--- config.mk ---
export PLATFORM = sky130hd
export DESIGN_NAME = fsw_flash_dev_flat
export DESIGN_NICKNAME = d
export VERILOG_FILES = /design/src/rtl/fsw_pkg.sv /design/src/rtl/fsw_spi_if.sv /design/src/rtl/fsw_flash_dev.sv /design/src/flat_wrapper.sv
export SDC_FILE = /design/constraint.sdc
export NUM_CORES = 1
export LEC_CHECK = 0
export ABC_AREA = 1
export BUFFER_PORTS_ARGS = -buffer_cell sky130_fd_sc_hd__buf_4
export CORE_ASPECT_RATIO = 1.2
export CORE_MARGIN = 8
export CORE_UTILIZATION = 49
export DETAILED_ROUTE_END_ITERATION = 6
export GPL_TIMING_DRIVEN = 0
export PLACE_DENSITY = 0.68
export SLEW_MARGIN = 0
export SYNTH_ARGS = -nofsm -noshare
export SYNTH_HDL_FRONTEND = slang
export SYNTH_SLANG_ARGS = --single-unit
--- constraint.sdc ---
create_clock -name pclk -period 2.5 [get_ports pclk]
set_input_delay 0.125 -clock pclk [delete_from_list [all_inputs] [get_ports pclk]]
set_output_delay 0.125 -clock pclk [all_outputs]
set_load 0.02 [all_outputs]
--- src/rtl/fsw_pkg.sv ---
// constants, types and the rule summary for the flash status and write-protect link
// How it works
// RULE1: status readable anytime, even while busy
// RULE2: host polls busy flag before next command
// RULE3: status repeats while chip select stays low
// RULE4: busy flag high during any self-timed cycle
// RULE5: latch clear rejects write, program, erase
// RULE6: protect bits change only by status write
// RULE7: program, erase refused in protected area
// RULE8: bulk erase only with protect bits zero
// RULE9: disable bit plus low pin locks status
// RULE10: write-enable must precede each status write
// RULE11: host sends opcode then one data byte
// RULE12: bits 6,5,1,0 unwritten; 6,5 read zero
// RULE13: select must rise at byte end
// RULE14: valid write starts timed busy, clears latch
// RULE15: disable bit zero: pin level irrelevant
// RULE16: disable bit one, pin high: writable
// RULE17: disable bit one, pin low: writes refused
// RULE18: locked mode entered in either order
// RULE19: only pin going high leaves locked mode
// RULE20: write-enable command sets the latch
// RULE21: read-status turns output on until deselect
// RULE22: sample on rising, shift out msb-first falling
package fsw_pkg;
    localparam logic [7:0] OP_WRITE_STATUS = 8'h01;
    localparam logic [7:0] OP_PAGE_PROGRAM = 8'h02;
    localparam logic [7:0] OP_WRITE_DISABLE = 8'h04;
    localparam logic [7:0] OP_READ_STATUS = 8'h05;
    localparam logic [7:0] OP_WRITE_ENABLE = 8'h06;
    localparam logic [7:0] OP_BULK_ERASE = 8'hc7;
    localparam logic [7:0] OP_SECTOR_ERASE = 8'hd8;

    // status byte layout
    localparam int BIT_BUSY = 0;
    localparam int BIT_LATCH = 1;
    localparam int BIT_BP_HI = 4;
    localparam int BIT_DISABLE = 7;
    localparam logic [2:0] BP_RESET = 3'h0;
    localparam logic DISABLE_RESET = 1'b0;

    // frame byte counts that make each command valid
    localparam logic [2:0] BYTES_SHORT = 3'd1;
    localparam logic [2:0] BYTES_STATUS_WRITE = 3'd2;
    localparam logic [2:0] BYTES_SECTOR = 3'd4;
    localparam logic [2:0] BYTES_PROGRAM = 3'd5;

    localparam int CLK_PERIOD_NS = 50;
    localparam int STATUS_WRITE_TIME_NS = 5000;
    localparam int PAGE_PROGRAM_TIME_NS = 5000;
    localparam int SECTOR_ERASE_TIME_NS = 10000;
    localparam int BULK_ERASE_TIME_NS = 20000;
    localparam int STATUS_WRITE_CYCLES = (STATUS_WRITE_TIME_NS + CLK_PERIOD_NS - 1) / CLK_PERIOD_NS;
    localparam int PAGE_PROGRAM_CYCLES = (PAGE_PROGRAM_TIME_NS + CLK_PERIOD_NS - 1) / CLK_PERIOD_NS;
    localparam int SECTOR_ERASE_CYCLES = (SECTOR_ERASE_TIME_NS + CLK_PERIOD_NS - 1) / CLK_PERIOD_NS;
    localparam int BULK_ERASE_CYCLES = (BULK_ERASE_TIME_NS + CLK_PERIOD_NS - 1) / CLK_PERIOD_NS;
    localparam int BUSY_CNT_W = 16;

    // host side: half period of the generated serial clock in pclk cycles
    localparam int HOST_HALF_CYCLES = 8;
    localparam logic [11:0] REG_ARGS = 12'h000;
    localparam logic [11:0] REG_CMD = 12'h004;
    localparam logic [11:0] REG_STAT = 12'h008;
    localparam logic [11:0] REG_PINS = 12'h00c;
    localparam int CMD_ARGS_LO = 8;
    localparam int CMD_READ = 16;
    localparam int CMD_POLL = 17;
    localparam logic [31:0] ARGS_RESET = 32'h0000_0000;
    localparam logic WP_RESET = 1'b1;

    typedef enum logic [1:0] {
        OPK_STATUS,
        OPK_PROGRAM,
        OPK_SECTOR,
        OPK_BULK
    } fsw_op_t;
endpackage

--- src/rtl/fsw_spi_if.sv ---
// serial link between the flash status logic and its host controller
`timescale 1ns/1ns
interface fsw_spi_if;
    logic cs_n;
    logic sclk;
    logic mosi;
    logic miso;
    logic wp_n;
    modport dev(
        input cs_n,
        input sclk,
        input mosi,
        input wp_n,
        output miso
    );
    modport host(
        output cs_n,
        output sclk,
        output mosi,
        output wp_n,
        input miso
    );
endinterface
--- src/rtl/fsw_flash_dev.sv ---
// flash end: status byte, write-enable latch, protection and self-timed busy cycles
`timescale 1ns/1ns
module fsw_flash_dev #(
    parameter int WRITE_CYCLES = fsw_pkg::STATUS_WRITE_CYCLES,
    parameter int PROGRAM_CYCLES = fsw_pkg::PAGE_PROGRAM_CYCLES,
    parameter int SECTOR_CYCLES = fsw_pkg::SECTOR_ERASE_CYCLES,
    parameter int BULK_CYCLES = fsw_pkg::BULK_ERASE_CYCLES
) (
    input wire logic pclk,
    input wire logic presetn,
    fsw_spi_if.dev spi,
    input wire logic area_protected,
    output logic [7:0] status,
    output logic hw_protected,
    output logic busy,
    output logic [23:0] frame_addr,
    output logic op_start,
    output fsw_pkg::fsw_op_t op_kind
);
    import fsw_pkg::*;

    logic [2:0] sclk_q;
    logic [2:0] cs_q;
    logic [1:0] mosi_q;
    logic [1:0] wp_q;
    logic sclk_rise;
    logic sclk_fall;
    logic cs_low;
    logic cs_rise;
    logic [2:0] bit_cnt;
    logic [2:0] byte_cnt;
    logic [6:0] in_sr;
    logic [7:0] next_byte;
    logic [7:0] cmd;
    logic rd_phase;
    logic [2:0] out_cnt;
    logic [7:0] out_sr;
    logic miso;
    logic write_enable_latch;
    logic status_write_disable;
    logic [2:0] bp;
    logic hardware_protected_mode;
    logic [BUSY_CNT_W-1:0] busy_cnt;
    logic busy_done;
    logic at_boundary;
    logic frame_end;
    logic status_write_ok;
    logic program_ok;
    logic sector_ok;
    logic bulk_ok;
    logic [7:0] wr_data;

    // pins from the host cross into pclk; only stage 1 onward is looked at
    always_ff @(posedge pclk or negedge presetn) begin
        if (!presetn) begin
            sclk_q <= 3'b000;
            cs_q <= 3'b111;
            mosi_q <= 2'b00;
            wp_q <= 2'b11;
        end else begin
            sclk_q <= {sclk_q[1:0], spi.sclk};
            cs_q <= {cs_q[1:0], spi.cs_n};
            mosi_q <= {mosi_q[0], spi.mosi};
            wp_q <= {wp_q[0], spi.wp_n};
        end
    end

    assign sclk_rise = sclk_q[1] & ~sclk_q[2];
    assign sclk_fall = ~sclk_q[1] & sclk_q[2];
    assign cs_low = ~cs_q[1];
    assign cs_rise = cs_q[1] & ~cs_q[2];
    assign next_byte = {in_sr, mosi_q[1]};
    assign at_boundary = (bit_cnt == 3'd0);
    assign wr_data = frame_addr[23:16];

    // serial input sampled on rising clock edges while selected
    always_ff @(posedge pclk or negedge presetn) begin
        if (!presetn) begin
            in_sr <= 7'h00;
            bit_cnt <= 3'd0;
            byte_cnt <= 3'd0;
        end else if (!cs_low) begin
            bit_cnt <= 3'd0;
            byte_cnt <= 3'd0;
        end else if (sclk_rise) begin
            in_sr <= next_byte[6:0]; // RULE22
            bit_cnt <= bit_cnt + 3'd1;
            // count saturates: longer program frames are still whole bytes
            if (bit_cnt == 3'd7 && byte_cnt < BYTES_PROGRAM) begin
                byte_cnt <= byte_cnt + 3'd1;
            end
        end
    end

    // first byte is the opcode, the next three the address or the status data
    always_ff @(posedge pclk or negedge presetn) begin
        if (!presetn) begin
            cmd <= 8'h00;
            frame_addr <= 24'h00_0000;
        end else if (cs_low && sclk_rise && bit_cnt == 3'd7) begin
            unique case (byte_cnt)
                3'd0: cmd <= next_byte; // RULE22
                3'd1: frame_addr[23:16] <= next_byte;
                3'd2: frame_addr[15:8] <= next_byte;
                3'd3: frame_addr[7:0] <= next_byte;
                default: ;
            endcase
        end
    end

    // read-status answers even during busy; no busy check here
    always_ff @(posedge pclk or negedge presetn) begin
        if (!presetn) begin
            rd_phase <= 1'b0;
        end else if (!cs_low) begin
            rd_phase <= 1'b0; // RULE21
        end else if (sclk_rise && bit_cnt == 3'd7 && byte_cnt == 3'd0 &&
                     next_byte == OP_READ_STATUS) begin
            rd_phase <= 1'b1; // RULE1 RULE21
        end
    end

    // a fresh status snapshot is taken at every byte start, so updates show
    always_ff @(posedge pclk or negedge presetn) begin
        if (!presetn) begin
            out_cnt <= 3'd0;
            out_sr <= 8'h00;
            miso <= 1'b0;
        end else if (!rd_phase) begin
            out_cnt <= 3'd0;
            miso <= 1'b0;
        end else if (sclk_fall) begin
            out_cnt <= out_cnt + 3'd1;
            if (out_cnt == 3'd0) begin
                miso <= status[7]; // RULE3 RULE22
                out_sr <= {status[6:0], 1'b0};
            end else begin
                miso <= out_sr[7]; // RULE22
                out_sr <= {out_sr[6:0], 1'b0};
            end
        end
    end

    assign spi.miso = miso;

    // bits 6 and 5 are hard zero
    assign status = {status_write_disable, 2'b00, bp, write_enable_latch, busy}; // RULE4 RULE12

    // locked while the disable bit is set and the pin is low, in any order;
    // only the pin can release it since nothing can clear the bit meanwhile
    assign hardware_protected_mode = status_write_disable &
                                     ~wp_q[1]; // RULE9 RULE17 RULE18 RULE19

    always_ff @(posedge pclk or negedge presetn) begin
        if (!presetn) begin
            hw_protected <= 1'b0;
        end else begin
            hw_protected <= hardware_protected_mode;
        end
    end

    // decode happens only when select rises; a partial byte kills the frame
    assign frame_end = cs_rise & at_boundary & ~busy; // RULE13
    assign status_write_ok = frame_end && cmd == OP_WRITE_STATUS &&
                             byte_cnt == BYTES_STATUS_WRITE && write_enable_latch &&
                             !hardware_protected_mode; // RULE5 RULE9 RULE10 RULE15 RULE16 RULE17
    assign program_ok = frame_end && cmd == OP_PAGE_PROGRAM && byte_cnt == BYTES_PROGRAM &&
                        write_enable_latch && !area_protected; // RULE5 RULE7
    assign sector_ok = frame_end && cmd == OP_SECTOR_ERASE && byte_cnt == BYTES_SECTOR &&
                       write_enable_latch && !area_protected; // RULE5 RULE7
    assign bulk_ok = frame_end && cmd == OP_BULK_ERASE && byte_cnt == BYTES_SHORT &&
                     write_enable_latch && bp == 3'h0; // RULE5 RULE8

    // protect bits and the disable bit only move through a status write;
    // bits 1 and 0 of the data byte are dropped
    always_ff @(posedge pclk or negedge presetn) begin
        if (!presetn) begin
            status_write_disable <= DISABLE_RESET;
            bp <= BP_RESET;
        end else if (status_write_ok) begin
            status_write_disable <= wr_data[BIT_DISABLE]; // RULE6 RULE12
            bp <= wr_data[BIT_BP_HI -: 3]; // RULE6 RULE12
        end
    end

    // one self-timed cycle at a time; its length depends on the operation
    always_ff @(posedge pclk or negedge presetn) begin
        if (!presetn) begin
            busy <= 1'b0;
            busy_cnt <= '0;
            op_start <= 1'b0;
            op_kind <= OPK_STATUS;
        end else begin
            op_start <= 1'b0;
            if (status_write_ok) begin
                busy <= 1'b1; // RULE14
                busy_cnt <= BUSY_CNT_W'(WRITE_CYCLES);
                op_start <= 1'b1;
                op_kind <= OPK_STATUS;
            end else if (program_ok) begin
                busy <= 1'b1; // RULE4
                busy_cnt <= BUSY_CNT_W'(PROGRAM_CYCLES);
                op_start <= 1'b1;
                op_kind <= OPK_PROGRAM;
            end else if (sector_ok) begin
                busy <= 1'b1; // RULE4
                busy_cnt <= BUSY_CNT_W'(SECTOR_CYCLES);
                op_start <= 1'b1;
                op_kind <= OPK_SECTOR;
            end else if (bulk_ok) begin
                busy <= 1'b1; // RULE4
                busy_cnt <= BUSY_CNT_W'(BULK_CYCLES);
                op_start <= 1'b1;
                op_kind <= OPK_BULK;
            end else if (busy) begin
                busy_cnt <= busy_cnt - BUSY_CNT_W'(1);
                if (busy_done) begin
                    busy <= 1'b0; // RULE4 RULE14
                end
            end
        end
    end

    assign busy_done = busy && busy_cnt == BUSY_CNT_W'(1);

    // latch drops when any timed cycle ends; commands during busy are ignored, except read-status
    always_ff @(posedge pclk or negedge presetn) begin
        if (!presetn) begin
            write_enable_latch <= 1'b0;
        end else if (busy_done) begin
            write_enable_latch <= 1'b0; // RULE14
        end else if (frame_end && byte_cnt == BYTES_SHORT) begin
            if (cmd == OP_WRITE_ENABLE) begin
                write_enable_latch <= 1'b1; // RULE20 RULE10
            end else if (cmd == OP_WRITE_DISABLE) begin
                write_enable_latch <= 1'b0;
            end
        end
    end
endmodule

--- src/flat_wrapper.sv ---
// flat-port wrapper written by rule: the top's interface ports become plain ports
module fsw_flash_dev_flat import fsw_pkg::*;
#(
    parameter int WRITE_CYCLES = fsw_pkg::STATUS_WRITE_CYCLES,
    parameter int PROGRAM_CYCLES = fsw_pkg::PAGE_PROGRAM_CYCLES,
    parameter int SECTOR_CYCLES = fsw_pkg::SECTOR_ERASE_CYCLES,
    parameter int BULK_CYCLES = fsw_pkg::BULK_ERASE_CYCLES
)
  (pclk, presetn, area_protected, status, hw_protected, busy, frame_addr, op_start, op_kind, spi_cs_n, spi_sclk, spi_mosi, spi_wp_n, spi_miso);
  fsw_spi_if spi_i ();
  input wire logic pclk;
  input wire logic presetn;
  input wire logic area_protected;
  output logic [7:0] status;
  output logic hw_protected;
  output logic busy;
  output logic [23:0] frame_addr;
  output logic op_start;
  output fsw_pkg::fsw_op_t op_kind;
  input wire logic [$bits(spi_i.cs_n)-1:0] spi_cs_n;
  input wire logic [$bits(spi_i.sclk)-1:0] spi_sclk;
  input wire logic [$bits(spi_i.mosi)-1:0] spi_mosi;
  input wire logic [$bits(spi_i.wp_n)-1:0] spi_wp_n;
  output wire logic [$bits(spi_i.miso)-1:0] spi_miso;
  assign spi_i.cs_n = spi_cs_n;
  assign spi_i.sclk = spi_sclk;
  assign spi_i.mosi = spi_mosi;
  assign spi_i.wp_n = spi_wp_n;
  assign spi_miso = spi_i.miso;
  fsw_flash_dev #(.WRITE_CYCLES(WRITE_CYCLES), .PROGRAM_CYCLES(PROGRAM_CYCLES), .SECTOR_CYCLES(SECTOR_CYCLES), .BULK_CYCLES(BULK_CYCLES)) u_core (.pclk(pclk), .presetn(presetn), .spi(spi_i), .area_protected(area_protected), .status(status), .hw_protected(hw_protected), .busy(busy), .frame_addr(frame_addr), .op_start(op_start), .op_kind(op_kind));
endmodule
==> run summary, run 1 <==
Entering global routing, the biggest net connects 94 pins. In the routed design, unresolved DRC markers number 0. Setup total negative slack on the finished layout was measured at 0 ps. The total setup buffers inserted after CTS was 0; the achievable clock frequency was 0.517 GHz. Setup repair after global routing left no endpoint under its margin. The number of nets in the final layout was 589; the post-route cell area was 0.00516 mm2.

The run gives 0.524 as the post-synthesis sequential area ratio. The tools report the clock latency on the worst-skew pair as 350 ps. The overall power after layout is 2.70 mW. The die covers 0.0124 mm2. The highest fanout seen on the critical path was 10. TritonCTS built the clock tree.

The number of antenna diodes in the final layout is 0. OpenSTA, run right after detailed placement, puts the worst setup slack at 593 ps. The setup path with the least slack is of type reg2reg. In the routed layout, each cell is associated on average with a via count of 4.92. Number of global-route vias before repair: 3537. The detailed router finished its first iteration with 107 violations. After synthesis, the mean cell area works out to 8.70 um2. In this run the core area contains 38 standard-cell rows.

Setup violations remaining at the end of the flow were counted as 0. Measured along the x axis, the die boundary spans 103 um. The total overflow left after global routing is 0. The portion of synthesized cell area occupied by the leading cell type came out at 0.494. The worst setup path is captured at a flip-flop.

The sum of net half-perimeters after detailed placement came out at 6940 um. The max-cap check violation count came out at 0. For this design the ratio of total power to cell area is 523 mW/mm2.

Synthesis inferred 93 register bits. The number of hold violations in the final report is 3. Final critical path time including I/O delays and setup: 1930 ps. The tools report the overall global routing resource usage as 0.170. The endpoint identified for the worst register-to-register timing path is u_core.busy_cnt[3].

The worst-case IR drop observed on VDD is 0.312 mV. The synthesized netlist occupies a cell area of 0.00446 mm2. The area growth from synthesis to layout is 15.8%.

The logs give 2 for the maximum root-to-sink buffer count and 512 for the cell count after synthesis. The worst-case headroom to the max-slew limit is 0.227, and the number of antenna violations at the first check in global routing is 0. Most frequent standard cell in the layout excluding fill and tap cells: nand2_1. The first global-routing pass estimated 16700 um of wire. The count of different cell masters after synthesis is 38. The run gives -11.4 ps as the worst hold slack. The logs give 0.498 for the effective utilization at floorplan and 9550 um for the total wire length after detailed routing.

The clock-pin slew on the worst setup and hold paths was 90 ps. The biggest area consumer among synthesized cells is dfrtp_1. The standard cell area after detailed placement came out at 0.00492 mm2.

The count of buffers added on input and output ports is 42. Actual slew at the worst max-slew pin: 1160 ps. Timing startpoint of the critical path: u_core.byte_cnt[1]. Dividing the detail-routed wire length by the instance count gives 13.7 um. For the worst setup path, the data arrival time is 2180 ps.

Nature of the critical path startpoint: a flip-flop. Counting cells, the worst reg-to-reg path comes to 10. The tools report the final worst clock skew as 8.70 ps. Beginning of the worst register-to-register path: u_core.byte_cnt[1].

The run gives 9 as the number of CTS-inserted buffers. At the end of routability-driven placement, the weighted congestion stood at 0.825. Fraction of layout cells with a size suffix above 1: 0.176. The checks that failed: negative hold slack. The number of top-level pins is 45.

The flow ran to the end, but the final reports show violations. The overall die height works out to 120 um. In this run the standard cell core region covers 0.00894 mm2.

In this run the static leakage power is 2.56 nW. The tools report the required time at the worst-slack endpoint as 2750 ps. The H-tree was split into 3 levels. For the final number of max-transition violations, the log shows 0. The worst register-to-register path has a setup slack of 570 ps. The tools report the total number of yosys warnings as 0.

The share of the clock period used by the worst path after layout is 0.774, and the layout filler cell count is 879. The library cells used most frequently in the layout, excluding fill and tap cells, are nand2_1 (113), dfrtp_1 (88), nor2_1 (63), inv_1 (56), o21ai_0 (54). The worst min-delay path class was in2async. Clock tree synthesis found a total of 93 sinks. Following the worst setup path forward leads to its endpoint at u_core.busy_cnt[3]. The number of nets with antenna violations after routing was 0; the post-route worst setup slack was 566 ps. The pre-antenna-repair detailed-routing pass consisted of 4 iterations. By area the synthesized netlist is led by dfrtp_1 (49%), nand2_1 (9.5%), o21ai_0 (6.1%). The clock root buffer is clkbuf_8.

The number of vias in the routed layout came out at 3422.
critical path: stages (launching register included):
cell and delay [ps]:
dfrtp_1 410, inv_1 130, ha_1 200, nand2_1 80, nor3_1 370, nand2_1 160
nand2_2 160, nor2_4 70, buf_6 140, nand3_1 70, nand2_1 60
registers in the layout, summed over array words and instances (netlist names), 7 cells and up:
signal	cells
u_core.busy_cnt	16
u_core.out_sr	7
u_core.cmd	8
u_core.in_sr	7
u_core.frame_addr	24
final cells by class:
type | instances | area [um2] | share of cell area
sequential | 93 | 2330 | 0.452
multi-input combinational | 347 | 1790 | 0.348
timing repair buffer | 46 | 355 | 0.0689
inverter | 60 | 225 | 0.0437
tap | 120 | 150 | 0.0291
clock buffer | 12 | 145 | 0.0281
buffer | 13 | 106 | 0.0206
clock inverter | 4 | 47.5 | 0.00922
per-stage QoR:
stage / cells / util
2_1_floorplan: 513 / -
3_3_place_gp: 675 / 0.551
3_5_place_dp: 675 / 0.551
4_1_cts: 695 / 0.577
5_1_grt: 695 / 0.577
6_report: 695 / 0.577
cell usage after synthesis, drive strengths merged:
library cell  count
o31ai             2
nand2           119
dfrtp            88
buf              12
ha               12
clkinv            1
inv              59
o211ai            1
nor3b             1
o21ai            65
nand4             6
xnor2             3
dfstp             5
conb              1
nand3b            1
o21bai            2
nand3            33
nor3              8
xor2              6
nor2             69
o21a              1
a21oi            11
or2               1
nor4              4
clkbuf            1
worst min path at each step:
| stage | from | end | slack [ps] | depth (start not counted) |
|---|---|---|---|---|
| finish | presetn | u_core.out_cnt[2] | -10 | 1 |
| global route | presetn | u_core.sclk_q[1] | 90 | 1 |
| detailed placement | spi_mosi | u_core.mosi_q[0] | 240 | 1 |
| floorplan | presetn | u_core.bit_cnt[0] | -170 | 0 |
| global placement | spi_cs_n | u_core.cs_q[0] | 230 | 1 |
| CTS | presetn | u_core.out_cnt[0] | 40 | 1 |
timing repair:
| item | CTS | global route |
|---|---|---|
| resized for setup | 0 | 0 |
| hold endpoints to repair | 4 | 0 |
| hold buffers | 4 | 0 |
layer usage:
layer / vias up / routed length (um) / track usage
met1: 1605 / 4260 / 0.212
met3: 12 / 448 / 0.0449
met5: - / 0 / 0
met2: 58 / 4670 / 0.276
li1: 1747 / - / -
met4: 0 / 169 / 0.0653
kinds of logic (layout without fill, tap and decap cells):
| kind of cell | after synthesis | count (layout) | synth area share |
|---|---|---|---|
| other | 1 | 2 | 0.000842 |
| DFF | 93 | 93 | 0.524 |
| adders and majority gates | 12 | 12 | 0.0337 |
| buffers and inverters | 73 | 135 | 0.0744 |
| AOI/OAI and AO/OA | 82 | 82 | 0.102 |
| and+or+nand+nor | 242 | 242 | 0.247 |
| xor gates and xnor gates | 9 | 9 | 0.0177 |
power by group:
group / total (mW) / switching, mW / internal, mW / leakage [nW]
Combinational: 0.139 / 0.107 / 0.0322 / 1.22
Clock: 0.994 / 0.507 / 0.488 / 0.0964
Sequential: 1.57 / 0.0251 / 1.54 / 1.24
Total: 2.70 / 0.638 / 2.06 / 2.56
No activity file was read; power rests on OpenSTA's default activity.
==> run 2, diff against run 1 <==
--- a/config.mk
+++ b/config.mk
@@ -5,14 +5,14 @@
 export SDC_FILE = /design/constraint.sdc
 export NUM_CORES = 1
 export LEC_CHECK = 0
-export ABC_AREA = 1
+export ABC_AREA = 0
 export BUFFER_PORTS_ARGS = -buffer_cell sky130_fd_sc_hd__buf_4
 export CORE_ASPECT_RATIO = 1.2
 export CORE_MARGIN = 8
 export CORE_UTILIZATION = 49
 export DETAILED_ROUTE_END_ITERATION = 6
 export GPL_TIMING_DRIVEN = 0
-export PLACE_DENSITY = 0.68
+export PLACE_DENSITY = 0.69
 export SLEW_MARGIN = 0
 export SYNTH_ARGS = -nofsm -noshare
 export SYNTH_HDL_FRONTEND = slang
==> constraint.sdc (replaced) <==
create_clock -name pclk -period 2 [get_ports pclk]
set_input_delay 0.1 -clock pclk [delete_from_list [all_inputs] [get_ports pclk]]
set_output_delay 0.1 -clock pclk [all_outputs]
set_load 0.02 [all_outputs]
==> run 2 against run 1 <==
Against the previous run:
- the run now ends clean
- setup slack lost 490 ps
- sequential cell count unchanged
- critical path depth shrank 5
- combinational power increased by 14%
- utilization grew 2.7 points
- clock skew grew 4.8 ps
- via count is 23% lower
- critical endpoint is now u_core.busy_cnt[9]
==> run summary, run 2 <==
The worst register-to-register path has a depth of 5. The critical path goes through or4_4 -> or2_4 -> or4_4 -> xor2_2 -> nor2_2. The final critical path time including I/O delays and setup works out to 1920 ps. Power spread over the standard cell area amounts to 711 mW/mm2. The worst hold path stage count works out to 5.

The fraction of layout cells with a size suffix above 1 was 0.357. Beginning of the worst register-to-register path: u_core.busy_cnt[2]. The biggest area consumer among synthesized cells is dfrtp_1. Hold timing on the final database bottoms out at a slack of 264 ps.

Total wire length after detailed routing: 7840 um. The endpoint kind of the worst setup timing path was a flip-flop. The share of synthesized registers carrying an async set or reset came out at 1.00. Synthesis produced 332 cells. End point of the critical path: u_core.busy_cnt[9]. Setup violations remaining at the end of the flow were counted as 0. For this run, the number of Yosys warnings is 0.

The detail route stage leaves a number of antenna-violating nets equal to 0. The run gives 415 as the number of nets in the final layout. The run gives 0.502 as the effective utilization at floorplan. Setup repair after global routing could not meet its margin everywhere. Entering global routing, the biggest net connects 94 pins. Pin placement for this block handled 45 I/O pins. The logs give 0.148 for the overall global routing resource usage and 0 for the max-cap check violation count.

TritonCTS built the clock tree. The detailed router finished its first iteration with 142 violations. The clock root buffer is clkbuf_8. The number of clock sinks seen by CTS is 93.

Setup slack on the critical path of the routed design comes to 80.0 ps. The initialized floorplan defines 36 standard-cell rows. After clock tree synthesis, the clock-pin slew on the worst setup and hold paths is 90 ps. The logs give 0.808 for the final weighted congestion in routability-driven placement and 2623 for the number of vias in the routed layout.

The share of the clock period used by the worst path after layout works out to 0.960. In this run, synthesis produced a sequential element count of 93. The highest fanout seen on the critical path was 4. The floorplan step defined a die boundary enclosing 0.0115 mm2. The number of hold violations in the final report was 0. Core occupancy in the finished layout: 0.604. The largest registers in the layout are u_core.frame_addr x24, u_core.busy_cnt x16, u_core.cmd x8. Counting instances in the post-synthesis netlist gives the leading cell types as dfrtp_1 (88), mux2_2 (43), nand2_1 (28). The tools report the post-synthesis sequential area ratio as 0.573.

The longest clock path from root to sink contains 2 buffers. The tools report the number of global-route vias before repair as 2754. In this run the register-to-register setup slack is 80 ps. STA classifies the critical path startpoint as a flip-flop.

The slowest stage of the critical path is the or4_4 cell. The flow ran to the end, and the final reports show no timing, DRC or antenna violations. The critical path crosses 5 cells after its start point. The detail-routed via count per cell works out to 5.29. The tools report the DRC violation count after routing as 0.

The tools report the final worst clock skew as 13.5 ps. Summed over all layers, the global routing overflow is 0. In the layout the commonest cells are dfrtp_1 (87), buf_4 (53), mux2_2 (43), nand2_1 (25), nor2_1 (23). The maximum cell stage delay along the critical path was 540 ps; the number of flops mapped to enable cells by yosys was 0. The worst hold path belongs to the class in2reg.

The worst setup path is of the reg2reg kind. The tools report the final number of max-transition violations as 0. The most frequently used flop master after synthesis was dfrtp_1. The run gives 50 as the count of different cell masters after synthesis. The most frequent cell on the critical path was or4_4. The tools report the number of antenna violations at the first check in global routing as 0. OpenSTA, run right after detailed placement, puts the worst setup slack at -300 ps. The width of the die is 99.2 um, and the clock latency on the worst-skew pair is 370 ps. The routed length per instance was 15.8 um.

Adding up every negative setup slack in the final design gives 0 ps. Leaving out fill and tap cells, the most frequent cell in the layout is dfrtp_1. By area the synthesized netlist is led by dfrtp_1 (54%), mux2_2 (12%), ha_1 (3.7%). The worst-case headroom to the max-slew limit is 0.226. STA puts the critical path data required time at 2260 ps. The critical path buffer and inverter count is 0. The tools report the sum of net half-perimeters after detailed placement as 5390 um. The antenna diode instance count came out at 0. The cell family contributing the most delay on the critical path is simple AND/OR/NAND/NOR gates. The timing startpoint of the critical path was u_core.busy_cnt[2]. The register with the highest flop count was u_core.frame_addr.

The design draws 3.48 mW. In this run the standard cell core region covers 0.00811 mm2. For this run, the detailed router's first-pass iteration total came to 4. Among all cell types in the netlist, the one instantiated most often is dfrtp_1. Dividing the synthesized area by the synthesized cell count gives 12.3 um2. The tools report the achievable clock frequency as 0.521 GHz. The wire length of the first global-routing pass is 13500 um. Measured along the y axis, the die boundary spans 116 um. The tools report the level count of the clock H-tree as 3.

The worst-case IR drop observed on VDD is 0.565 mV. In this run the critical register-to-register path is captured at u_core.busy_cnt[9]. Buffers inserted during clock tree synthesis total 9. The area growth from synthesis to layout is 20.3%. The actual slew at the worst max-slew pin came out at 1160 ps.

STA puts the critical path data arrival time at 2180 ps. Number of flip-flops under the largest register name: 24. The netlist area before placement came out at 0.00407 mm2. The portion of synthesized cell area occupied by the leading cell type is 0.541. The static power due to leakage was 2.34 nW. Input and output buffers added on the ports amount to 42.
==> run 2: metrics by stage <==
stage	cell area, um2	instances
after CTS	4840	494
after detailed placement	4510	470
after global routing	4890	496
after global placement	4510	470
after floorplan	4080	333
final	4890	496
==> run 2: area by class of cell <==
type                       count  area [um2]
buffer                        10        65.1
tap                           95         119
clock inverter                 7        71.3
fill                         678        3210
multi-input combinational    216        1700
sequential                    93        2330
timing repair buffer          54         430
clock buffer                   9         124
inverter                      12        45.0
==> run 2: timing repair <==
| action | CTS | global route |
|---|---|---|
| hold buffers | 5 | 0 |
| resized for setup | 10 | 10 |
| pin swaps | 2 | 2 |
| endpoints found under the hold margin | 5 | 0 |
| buffers inserted | 5 | 2 |
| cloned | 0 | 0 |
| setup endpoints to repair | 48 | 45 |
==> run 2: report_power, final <==
group	total [mW]	internal, mW	switching [mW]
Sequential	2.07	1.95	0.120
Clock	1.25	0.582	0.666
Combinational	0.158	0.0825	0.0755
Total	3.48	2.62	0.861
==> run 2: worst min path at each step <==
stage | slack [ps] | startpoint | end
floorplan | -200 | presetn | u_core.bit_cnt[0]
global placement | 210 | spi_wp_n | u_core.wp_q[0]
detailed placement | 210 | spi_wp_n | u_core.wp_q[0]
CTS | 320 | area_protected | u_core.op_kind[0]
global route | 300 | area_protected | u_core.busy_cnt[6]
finish | 260 | area_protected | u_core.busy_cnt[6]
==> run 2: kinds of logic after synthesis <==
kind of cell / Yosys count / share of synthesized area
xor gates and xnor gates: 17 / 0.0366
buffers and inverters: 24 / 0.0289
AOI/OAI and AO/OA: 33 / 0.0489
and+or+nand+nor: 103 / 0.141
DFF: 93 / 0.573
adders and majority gates: 12 / 0.0369
other: 1 / 0.000922
muxes: 49 / 0.134
==> run 2: worst min-delay path: stages <==
cell,delay [ps]
buf_4,80
nor3b_1,50
nand4b_1,90
buf_4,170
o211ai_1,100
==> run 2: per-layer routing <==
metal | part of all wire | global-route usage | vias up
met5 | 0 | 0 | -
met4 | 0.019 | 0.0708 | 0
met3 | 0.036 | 0.0391 | 10
met2 | 0.50 | 0.245 | 36
met1 | 0.45 | 0.177 | 1305
li1 | - | - | 1272
